## config.mk

```make
export PLATFORM = sky130hd
export DESIGN_NAME = ddr2_refresh_powerdown_cmd
export DESIGN_NICKNAME = d
export VERILOG_FILES = /design/src/logic/ddr2_pd_pkg.sv /design/src/logic/cmd_decode.sv /design/src/logic/bank_tracker.sv /design/src/logic/ddr2_refresh_powerdown_cmd.sv
export SDC_FILE = /design/constraint.sdc
export NUM_CORES = 1
export LEC_CHECK = 0
export BUFFER_PORTS_ARGS = -buffer_cell sky130_fd_sc_hd__buf_2
export CAP_MARGIN = 20
export CORE_MARGIN = 2
export CORE_UTILIZATION = 40
export DETAILED_ROUTE_END_ITERATION = 10
export PLACE_DENSITY = 0.69
export REMOVE_ABC_BUFFERS = 1
export SLEW_MARGIN = 10
export SYNTH_ARGS = -nofsm -noshare
export SYNTH_HDL_FRONTEND = slang
export SYNTH_SLANG_ARGS = --single-unit
```

## constraint.sdc

```tcl
create_clock -name ref_clk -period 2.08 [get_ports ref_clk]
set_input_delay 0.104 -clock ref_clk [delete_from_list [all_inputs] [get_ports ref_clk]]
set_output_delay 0.104 -clock ref_clk [all_outputs]
set_load 0.02 [all_outputs]
```

## src/logic/ddr2_pd_pkg.sv

```systemverilog
// Shared constants and types for the command and power-state block
`default_nettype none
package ddr2_pd_pkg;

  // ------------------------------------------------------------------
  // Array geometry
  // ------------------------------------------------------------------
  localparam int BANK_COUNT = 4;
  localparam int BA_WIDTH   = 2;
  localparam int ROW_WIDTH  = 13;
  localparam int ROW_COUNT  = 8192;

  // ------------------------------------------------------------------
  // Timing figures and derived cycle counts
  // ------------------------------------------------------------------
  localparam int CLK_PERIOD_NS     = 50;
  localparam int REFRESH_WINDOW_MS = 64;
  // Average refresh interval in ref_clk cycles, rounded down
  localparam int REFI_CYCLES =
    (REFRESH_WINDOW_MS * 1000000) / (ROW_COUNT * CLK_PERIOD_NS);
  localparam int MAX_PD_REFI       = 9;   // longest power-down stay
  localparam int FREQ_WAIT_CLOCKS  = 2;   // clocks after clock enable falls
  localparam int SELF_EXIT_READ_CLOCKS = 200;
  localparam int BURST_LENGTH      = 4;
  localparam int BURST_CLOCKS      = BURST_LENGTH / 2;
  localparam int MODE_SET_CLOCKS   = 2;   // mode register command time
  localparam int REFRESH_BUSY_CYCLES = 8; // internal refresh duration

  // ------------------------------------------------------------------
  // Field positions and reset values
  // ------------------------------------------------------------------
  localparam int AUTO_PRE_BIT = 10;
  localparam logic [BANK_COUNT-1:0] BANKS_RESET = 4'h0;
  localparam logic [ROW_WIDTH-1:0]  ROW_RESET   = 13'h0000;
  localparam logic [BA_WIDTH-1:0]   BANK_RESET  = 2'h0;

  // ------------------------------------------------------------------
  // Decoded commands and power states
  // ------------------------------------------------------------------
  typedef enum logic [2:0] {
    CMD_NOP,
    CMD_ACTIVATE,
    CMD_READ,
    CMD_WRITE,
    CMD_PRECHARGE,
    CMD_REFRESH,
    CMD_MODE_SET
  } cmd_type;

  typedef enum logic [1:0] {
    PWR_RUN,
    PWR_PRECHARGE_DOWN,
    PWR_ACTIVE_DOWN,
    PWR_SELF_REFRESH
  } pwr_state_type;

endpackage : ddr2_pd_pkg
`default_nettype wire

```

## src/logic/cmd_decode.sv

```systemverilog
// Command decoder from the four strobe pins
`default_nettype none
module cmd_decode (
  // Strobes, active low
  input  wire logic               csN,
  input  wire logic               rasN,
  input  wire logic               casN,
  input  wire logic               weN,
  // Decoded command
  output ddr2_pd_pkg::cmd_type    cmd
);

  // ------------------------------------------------------------------
  // Truth table; deselect folds into no-operation
  // ------------------------------------------------------------------
  always_comb
  begin
    if (csN)
      cmd = ddr2_pd_pkg::CMD_NOP;
    else
    begin
      case ({rasN, casN, weN})
        3'b011:  cmd = ddr2_pd_pkg::CMD_ACTIVATE;
        3'b101:  cmd = ddr2_pd_pkg::CMD_READ;
        3'b100:  cmd = ddr2_pd_pkg::CMD_WRITE;
        3'b010:  cmd = ddr2_pd_pkg::CMD_PRECHARGE;
        3'b001:  cmd = ddr2_pd_pkg::CMD_REFRESH;
        3'b000:  cmd = ddr2_pd_pkg::CMD_MODE_SET;
        default: cmd = ddr2_pd_pkg::CMD_NOP;
      endcase
    end
  end

endmodule : cmd_decode
`default_nettype wire

```

## src/logic/bank_tracker.sv

```systemverilog
// Per-bank open-row tracking and burst completion
`default_nettype none
module bank_tracker #(
  parameter int BANKS = ddr2_pd_pkg::BANK_COUNT
) (
  // Clock and reset
  input  wire logic                  ref_clk,
  input  wire logic                  rst,
  // Accepted command, one pulse per memory clock edge
  input  wire logic                  cmdTake,
  input  wire ddr2_pd_pkg::cmd_type  cmd,
  input  wire logic [ddr2_pd_pkg::BA_WIDTH-1:0] bankSel,
  input  wire logic                  autoPre,
  input  wire logic                  memEdge,
  // State seen by the power logic
  output logic [BANKS-1:0]           bankOpen,
  output logic                       burstBusy
);

  logic [1:0]                        burstLeft_reg;
  logic                              apPending_reg;
  logic [ddr2_pd_pkg::BA_WIDTH-1:0]  apBank_reg;
  logic                              burstStart;
  logic                              burstEnd;

  assign burstStart = cmdTake && !burstBusy &&
                      (cmd == ddr2_pd_pkg::CMD_READ ||
                       cmd == ddr2_pd_pkg::CMD_WRITE);
  assign burstEnd   = memEdge && burstLeft_reg == 2'h1;
  assign burstBusy  = burstLeft_reg != 2'h0;

  // ------------------------------------------------------------------
  // Burst counter; a running burst is never cut short
  // ------------------------------------------------------------------
  always_ff @(posedge ref_clk)
  begin
    if (rst)
    begin
      burstLeft_reg <= 2'h0;
      apPending_reg <= 1'b0;
      apBank_reg    <= ddr2_pd_pkg::BANK_RESET;
    end
    else if (burstStart)
    begin
      burstLeft_reg <= 2'(ddr2_pd_pkg::BURST_CLOCKS);
      apPending_reg <= autoPre;
      apBank_reg    <= bankSel;
    end
    else if (memEdge && burstBusy)
      burstLeft_reg <= burstLeft_reg - 2'h1;
  end

  // ------------------------------------------------------------------
  // Open-row bit per bank
  // ------------------------------------------------------------------
  for (genvar b = 0; b < BANKS; b++)
  begin : gBank
    logic hit;
    assign hit = bankSel == ddr2_pd_pkg::BA_WIDTH'(b);
    always_ff @(posedge ref_clk)
    begin
      if (rst)
        bankOpen[b] <= 1'b0;
      else if (cmdTake && cmd == ddr2_pd_pkg::CMD_ACTIVATE && hit)
        bankOpen[b] <= 1'b1;
      else if (cmdTake && cmd == ddr2_pd_pkg::CMD_PRECHARGE &&
               (autoPre || hit))
        bankOpen[b] <= 1'b0;
      else if (burstEnd && apPending_reg &&
               apBank_reg == ddr2_pd_pkg::BA_WIDTH'(b))
        bankOpen[b] <= 1'b0;
    end
  end

endmodule : bank_tracker
`default_nettype wire

```

## src/logic/ddr2_refresh_powerdown_cmd.sv

```systemverilog
// Command decode, refresh counter and power-down state of the memory
`default_nettype none
module ddr2_refresh_powerdown_cmd #(
  parameter int BANKS    = ddr2_pd_pkg::BANK_COUNT,
  parameter int ROW_BITS = ddr2_pd_pkg::ROW_WIDTH
) (
  // Clock and reset
  input  wire logic                  ref_clk,
  input  wire logic                  rst,
  // Memory pins from the controller
  input  wire logic                  memClk,
  input  wire logic                  clkEnable,
  input  wire logic                  csN,
  input  wire logic                  rasN,
  input  wire logic                  casN,
  input  wire logic                  weN,
  input  wire logic                  addrBit10,
  input  wire logic [ddr2_pd_pkg::BA_WIDTH-1:0] bankAddr,
  input  wire logic                  termEnable,
  // Configuration
  input  wire logic                  fastExitMode,
  // Command results
  output logic                       refreshStart,
  output logic                       refreshBusy,
  output logic [ddr2_pd_pkg::BA_WIDTH-1:0] refreshBank,
  output logic [ROW_BITS-1:0]        refreshRow,
  output logic                       modeWrite,
  output logic [ddr2_pd_pkg::BA_WIDTH-1:0] modeSelect,
  output logic [BANKS-1:0]           bankOpen,
  output logic                       burstBusy,
  // Power state
  output ddr2_pd_pkg::pwr_state_type powerState,
  output logic                       buffersOn,
  output logic                       dllOn,
  output logic                       freqChangeOk,
  output logic                       refreshOverdue,
  output logic                       readAllowed,
  output logic                       enableViolation
);

  // ------------------------------------------------------------------
  // Declarations
  // ------------------------------------------------------------------
  localparam int SYNC_W = 9 + ddr2_pd_pkg::BA_WIDTH;

  logic [SYNC_W-1:0]  pinMeta_reg;
  logic [SYNC_W-1:0]  pinSync_reg;
  logic               clkLast_reg;
  logic               memRise;
  logic               ckeNow;
  logic               termNow;
  logic               a10Now;
  logic [ddr2_pd_pkg::BA_WIDTH-1:0] baNow;
  ddr2_pd_pkg::cmd_type cmdNow;
  logic               ckePrev_reg;
  logic               cmdTake;
  logic               nopNow;
  logic               allIdle;

  ddr2_pd_pkg::pwr_state_type state_reg;
  ddr2_pd_pkg::pwr_state_type state_next;

  logic [7:0]         refreshLeft_reg;
  logic [7:0]         refiCount_reg;
  logic               refiTick;
  logic [3:0]         pdIntervals_reg;
  logic [1:0]         lowEdges_reg;
  logic [7:0]         exitEdges_reg;
  logic [1:0]         modeLeft_reg;
  logic               internalRefresh;

  // ------------------------------------------------------------------
  // Pin synchronisers and memory clock edge detection
  // ------------------------------------------------------------------
  // Two stages before anything looks at a pin
  always_ff @(posedge ref_clk)
  begin
    if (rst)
    begin
      pinMeta_reg <= '0;
      pinSync_reg <= '0;
      clkLast_reg <= 1'b0;
    end
    else
    begin
      pinMeta_reg <= {memClk, clkEnable, csN, rasN, casN, weN,
                      addrBit10, bankAddr, termEnable, 1'b0};
      pinSync_reg <= pinMeta_reg;
      clkLast_reg <= pinSync_reg[SYNC_W-1];
    end
  end

  // Strobes are held around the edge, so the late sample is still valid
  assign memRise = pinSync_reg[SYNC_W-1] && !clkLast_reg;
  assign ckeNow  = pinSync_reg[SYNC_W-2];
  assign a10Now  = pinSync_reg[4];
  assign baNow   = pinSync_reg[3:2];
  assign termNow = pinSync_reg[1];

  cmd_decode uDecode (
    .csN  (pinSync_reg[SYNC_W-3]),
    .rasN (pinSync_reg[SYNC_W-4]),
    .casN (pinSync_reg[SYNC_W-5]),
    .weN  (pinSync_reg[SYNC_W-6]),
    .cmd  (cmdNow)
  );

  // Executable only with enable high on both edges and buffers alive
  assign nopNow  = cmdNow == ddr2_pd_pkg::CMD_NOP;
  assign cmdTake = memRise && ckePrev_reg && ckeNow &&
                   state_reg == ddr2_pd_pkg::PWR_RUN;

  bank_tracker #(
    .BANKS (BANKS)
  ) uBanks (
    .ref_clk   (ref_clk),
    .rst       (rst),
    .cmdTake   (cmdTake),
    .cmd       (cmdNow),
    .bankSel   (baNow),
    .autoPre   (a10Now),
    .memEdge   (memRise),
    .bankOpen  (bankOpen),
    .burstBusy (burstBusy)
  );

  assign allIdle = bankOpen == '0;

  // ------------------------------------------------------------------
  // Clock enable history, one entry per memory clock edge
  // ------------------------------------------------------------------
  always_ff @(posedge ref_clk)
  begin
    if (rst)
      ckePrev_reg <= 1'b0;
    else if (memRise)
      ckePrev_reg <= ckeNow;
  end

  // ------------------------------------------------------------------
  // Power state machine
  // ------------------------------------------------------------------
  always_comb
  begin
    state_next = state_reg;
    case (state_reg)
      ddr2_pd_pkg::PWR_RUN:
        if (memRise && ckePrev_reg && !ckeNow)
        begin
          if (cmdNow == ddr2_pd_pkg::CMD_REFRESH && allIdle)
            state_next = ddr2_pd_pkg::PWR_SELF_REFRESH;
          else if (nopNow && allIdle)
            state_next = ddr2_pd_pkg::PWR_PRECHARGE_DOWN;
          else if (nopNow)
            state_next = ddr2_pd_pkg::PWR_ACTIVE_DOWN;
        end
      ddr2_pd_pkg::PWR_PRECHARGE_DOWN,
      ddr2_pd_pkg::PWR_ACTIVE_DOWN:
        if (memRise && !ckePrev_reg && ckeNow && nopNow)
          state_next = ddr2_pd_pkg::PWR_RUN;
      ddr2_pd_pkg::PWR_SELF_REFRESH:
        // Clock may be stopped here, so no memory edge is awaited
        if (ckeNow && nopNow)
          state_next = ddr2_pd_pkg::PWR_RUN;
      default:
        state_next = ddr2_pd_pkg::PWR_RUN;
    endcase
  end

  always_ff @(posedge ref_clk)
  begin
    if (rst)
      state_reg <= ddr2_pd_pkg::PWR_RUN;
    else
      state_reg <= state_next;
  end

  assign powerState = state_reg;

  // ------------------------------------------------------------------
  // Buffers and DLL follow the power state
  // ------------------------------------------------------------------
  always_ff @(posedge ref_clk)
  begin
    if (rst)
    begin
      buffersOn <= 1'b1;
      dllOn     <= 1'b1;
    end
    else
    begin
      buffersOn <= state_next == ddr2_pd_pkg::PWR_RUN;
      case (state_next)
        ddr2_pd_pkg::PWR_RUN:         dllOn <= 1'b1;
        ddr2_pd_pkg::PWR_ACTIVE_DOWN: dllOn <= fastExitMode;
        default:                      dllOn <= 1'b0;
      endcase
    end
  end

  // ------------------------------------------------------------------
  // Auto refresh: internal address counter and busy time
  // ------------------------------------------------------------------
  // Self refresh steps the same counter on its own interval timer
  assign internalRefresh =
    refiTick && state_reg == ddr2_pd_pkg::PWR_SELF_REFRESH;

  always_ff @(posedge ref_clk)
  begin
    if (rst)
    begin
      refreshStart <= 1'b0;
      refreshBank  <= ddr2_pd_pkg::BANK_RESET;
      refreshRow   <= ROW_BITS'(ddr2_pd_pkg::ROW_RESET);
    end
    else
    begin
      refreshStart <= (cmdTake && cmdNow == ddr2_pd_pkg::CMD_REFRESH &&
                       allIdle) || internalRefresh;
      if ((cmdTake && cmdNow == ddr2_pd_pkg::CMD_REFRESH && allIdle) ||
          internalRefresh)
      begin
        // Address pins are never looked at here
        {refreshRow, refreshBank} <=
          {refreshRow, refreshBank} + 1'b1;
      end
    end
  end

  // Busy timer keeps running through power-down entry
  always_ff @(posedge ref_clk)
  begin
    if (rst)
      refreshLeft_reg <= 8'h00;
    else if (refreshStart)
      refreshLeft_reg <= 8'(ddr2_pd_pkg::REFRESH_BUSY_CYCLES);
    else if (refreshLeft_reg != 8'h00)
      refreshLeft_reg <= refreshLeft_reg - 8'h01;
  end

  assign refreshBusy = refreshLeft_reg != 8'h00;

  // ------------------------------------------------------------------
  // Mode register writes and their command time
  // ------------------------------------------------------------------
  always_ff @(posedge ref_clk)
  begin
    if (rst)
    begin
      modeWrite    <= 1'b0;
      modeSelect   <= ddr2_pd_pkg::BANK_RESET;
      modeLeft_reg <= 2'h0;
    end
    else
    begin
      modeWrite <= cmdTake && cmdNow == ddr2_pd_pkg::CMD_MODE_SET;
      if (cmdTake && cmdNow == ddr2_pd_pkg::CMD_MODE_SET)
      begin
        modeSelect   <= baNow;
        modeLeft_reg <= 2'(ddr2_pd_pkg::MODE_SET_CLOCKS);
      end
      else if (memRise && modeLeft_reg != 2'h0)
        modeLeft_reg <= modeLeft_reg - 2'h1;
    end
  end

  // Enable dropped mid burst or mid mode set: flagged, and power-down is still entered
  always_ff @(posedge ref_clk)
  begin
    if (rst)
      enableViolation <= 1'b0;
    else
      enableViolation <= memRise && ckePrev_reg && !ckeNow &&
                         (burstBusy || modeLeft_reg != 2'h0);
  end

  // ------------------------------------------------------------------
  // Refresh interval timer and power-down stay limit
  // ------------------------------------------------------------------
  assign refiTick = refiCount_reg == 8'(ddr2_pd_pkg::REFI_CYCLES - 1);

  always_ff @(posedge ref_clk)
  begin
    if (rst || refiTick)
      refiCount_reg <= 8'h00;
    else
      refiCount_reg <= refiCount_reg + 8'h01;
  end

  // Counts whole intervals spent without refresh in power-down
  always_ff @(posedge ref_clk)
  begin
    if (rst || state_reg == ddr2_pd_pkg::PWR_RUN ||
        state_reg == ddr2_pd_pkg::PWR_SELF_REFRESH)
      pdIntervals_reg <= 4'h0;
    else if (refiTick && pdIntervals_reg != 4'hf)
      pdIntervals_reg <= pdIntervals_reg + 4'h1;
  end

  always_ff @(posedge ref_clk)
  begin
    if (rst)
      refreshOverdue <= 1'b0;
    else
      refreshOverdue <=
        pdIntervals_reg >= 4'(ddr2_pd_pkg::MAX_PD_REFI);
  end

  // ------------------------------------------------------------------
  // Frequency change window in precharge power-down
  // ------------------------------------------------------------------
  always_ff @(posedge ref_clk)
  begin
    if (rst || state_reg != ddr2_pd_pkg::PWR_PRECHARGE_DOWN)
      lowEdges_reg <= 2'h0;
    else if (memRise && !ckeNow && lowEdges_reg != 2'h3)
      lowEdges_reg <= lowEdges_reg + 2'h1;
  end

  always_ff @(posedge ref_clk)
  begin
    if (rst)
      freqChangeOk <= 1'b0;
    else
      freqChangeOk <= state_reg == ddr2_pd_pkg::PWR_PRECHARGE_DOWN &&
                      !termNow && !ckeNow &&
                      lowEdges_reg >= 2'(ddr2_pd_pkg::FREQ_WAIT_CLOCKS);
  end

  // ------------------------------------------------------------------
  // Read permission after self refresh exit
  // ------------------------------------------------------------------
  always_ff @(posedge ref_clk)
  begin
    if (rst)
      exitEdges_reg <= 8'(ddr2_pd_pkg::SELF_EXIT_READ_CLOCKS);
    else if (state_reg == ddr2_pd_pkg::PWR_SELF_REFRESH)
      exitEdges_reg <= 8'h00;
    else if (memRise &&
             exitEdges_reg != 8'(ddr2_pd_pkg::SELF_EXIT_READ_CLOCKS))
      exitEdges_reg <= exitEdges_reg + 8'h01;
  end

  always_ff @(posedge ref_clk)
  begin
    if (rst)
      readAllowed <= 1'b1;
    else
      readAllowed <= exitEdges_reg ==
                     8'(ddr2_pd_pkg::SELF_EXIT_READ_CLOCKS);
  end

endmodule : ddr2_refresh_powerdown_cmd
`default_nettype wire

```

==> run summary <==
Initial antenna violation count: 0
Max cap viols: 0
FF+latch count, synth: 90
Max VDD drop: 0.344 mV
Core Region: 0.00982 mm2
Routability Congestion: 0.831
Final wirelength: 8530 um
Synth Area per Inst: 9.17 um2
CP bufs+invs: 0
Area growth, synth to finish: 24.0%
Rows: 36
Die ar.: 0.0110 mm2
First-pass GRT wire length: 14,600 um
DR pass1 iterations: 4
Clk_lat worst skew: 0.36 ns
Status: finished, violations left
Fillers: 928
Core Util, Final: 51.2%
Fin crit period: 2.24 ns
Critical Path RT: 2.34 ns
Largest register FFs: 13
Register area share after synthesis: 44.4%
Final setup fails: 15
Drt wl/cell: 12.9 um
Layout Skew: 0.00747 ns
Grt met2 use: 26.8%
Placed cells: 630
Grt peak-use layer: met2
Final Hold Viols: 0
CTS max path bufs: 2
Critical Path Slowest Stage Cell: or4_4
Rel. slew slack: 63.8%
Area leader, netlist: dfxtp_1
Crit share post-route: 108%
F_max: 446 MHz
Starting Density: 41.3%
Drt initial violations: 135
Drt via density: 5.05
Power per Cell Area: 698 mW/mm2
Synth top area share: 44.4%
Number of port buffers: 45
Worst setup SP type: register
Fin nets: 553
Largest net degree at the start of global routing: 45
Ys async rst share: 0%
Failing checks: negative setup slack
Leakage: 1.99 nW
Synth area leaders: dfxtp_1 (44%), nor2b_1 (5.4%), nor2_1 (5.3%)
Vias in the first global route: 3,162
Global Route Usage Sum: 16.3%
Synthesized instance count: 442
Max-slew violation count: 0
Detailed Place HPWL: 5890 um
CP Capture Type: register
Setup WS post-layout: -0.164 ns
Top FF cell, synth: dfxtp_1
Clock Tree Root: clkbuf_8
Sink Count: 90
IO Pins: 46
Synthesized cell area: 0.00405 mm2
Slowest stage delay, CP: 0.59 ns
Arr. time, crit path: 2.50 ns
Critical path fanouts, max: 7
M3 GR Usage: 4.37%
Share of cells above drive strength 1: 23.6%
Critical path class: register to register
Reg clk slew, reported paths: 0.09 ns
Post-synth EDFFs: 0
Finished Layout Cells: 662
RSZ-0062 raised after global routing: yes
Drt drc: 0
Synth warnings: 0
Worst Hold Class: input port to register
Via count: 3,340
CTS tree: built
Post-synth top cells: dfxtp_1 (90), nor2_1 (57), nor2b_1 (35)
Congestion Overflow GR: 0
Antenna viol nets, final: 0
Die Ht: 105 um
Slew @ Worst Pin: 0.543 ns
CP Cell Sequence: or4b_4 -> or4_4 -> a2111oi_4 -> mux2_4
CP delay by family, top: simple AND/OR/NAND/NOR gates
Antenna cells: 0
Unique masters post-synth: 53
Total CTS buffers: 9
Die X: 105 um
Count leader, synth: dfxtp_1
H-tree levels: 3
Met1 Resource Use GR: 21.2%
logic make-up after synthesis:
family,count (synthesis),synth area share [%]
buffers and inverters,44,4.29
muxes,20,5.34
xor gates and xnor gates,22,4.75
AOI/OAI and AO/OA,71,12.2
DFF,90,44.4
and+or+nand+nor,179,24.1
adders and majority gates,16,4.94
per-stage QoR:
| step | setup slack (ns) | hold WS, ns | setup TNS [ns] | total power, mW | area [um2] |
|---|---|---|---|---|---|
| floorplan | -0.269 | 0.173 | -2.00 | 2.18 | 3980 |
| global placement | -0.216 | 0.318 | -1.56 | 2.29 | 4590 |
| detailed placement | -0.226 | 0.320 | -1.86 | 2.31 | 4590 |
| CTS | -0.159 | 0.190 | -1.17 | 3.55 | 4990 |
| global route | -0.213 | 0.210 | -1.94 | 3.70 | 5020 |
| finish | -0.164 | 0.209 | -1.22 | 3.51 | 5020 |
worst register-to-register path: cells and delay by family, from the launching register on:
family | cells | cell delay [ns]
flops | 1 | 0.32
mux | 1 | 0.33
compound gates | 1 | 0.35
simple gates | 2 | 1.13
cells in the final DEF, fill, tap and decap left out, types with 9 or more instances in the layout:
cell type / count
buf_4: 30
buf_2: 45
clkbuf_8: 10
nand2_1: 13
a211oi_1: 9
nand3_1: 17
xnor2_1: 15
inv_1: 26
dfxtp_1: 90
dlygate4sd3_1: 11
a21oi_1: 16
nor2b_1: 35
nor3_1: 9
ha_1: 16
nor2_1: 57
what timing repair did:
| action | 4_1_cts | 5_1_grt |
|---|---|---|
| pin swaps | 6 | 6 |
| gates resized for setup | 12 | 8 |
| hold buffers | 11 | 0 |
| hold endpoints to repair | 11 | 0 |
| gates cloned | 1 | 0 |
| buffers inserted | 3 | 1 |
| endpoints found under the setup margin | 13 | 16 |
area by class of cell:
cell class	count	area [um2]	area share, %
flip-flops and latches	90	1800	35.9
multi-input cells	309	2160	43.1
well taps	133	166	3.31
clock buffers	11	141	2.81
clock inverters	5	62.6	1.25
inverters	26	97.6	1.94
repair buffers	88	592	11.8
path summary, 6_finish.rpt:
path              slack, ns                       from  cells past startpoint                          end
setup / recovery      -0.16  pinSync_reg[6]$_SDFF_PP0_                      4  refreshRow[11]$_SDFFE_PP0P_
hold reg to reg        0.42  pinSync_reg[1]$_SDFF_PP0_                      1      freqChangeOk$_SDFF_PP0_
setup reg to reg      -0.16  pinSync_reg[6]$_SDFF_PP0_                      4  refreshRow[11]$_SDFFE_PP0P_
hold / removal         0.21                        rst                      2  refiCount_reg[6]$_SDFF_PP0_
layer usage:
metal  up-vias  share of wire, %
met5         -                 0
met4         0              0.96
met3         6               4.2
met2        56                47
met1      1579                47
li1       1699                 -
where the power goes:
group          switching, mW  internal, mW  total (mW)  leakage (nW)
Combinational          0.227         0.199       0.426          1.16
Sequential            0.0593          1.80        1.86         0.732
Clock                  0.628         0.595        1.22        0.0962
Note: power is estimated with default switching activity, not from simulation.
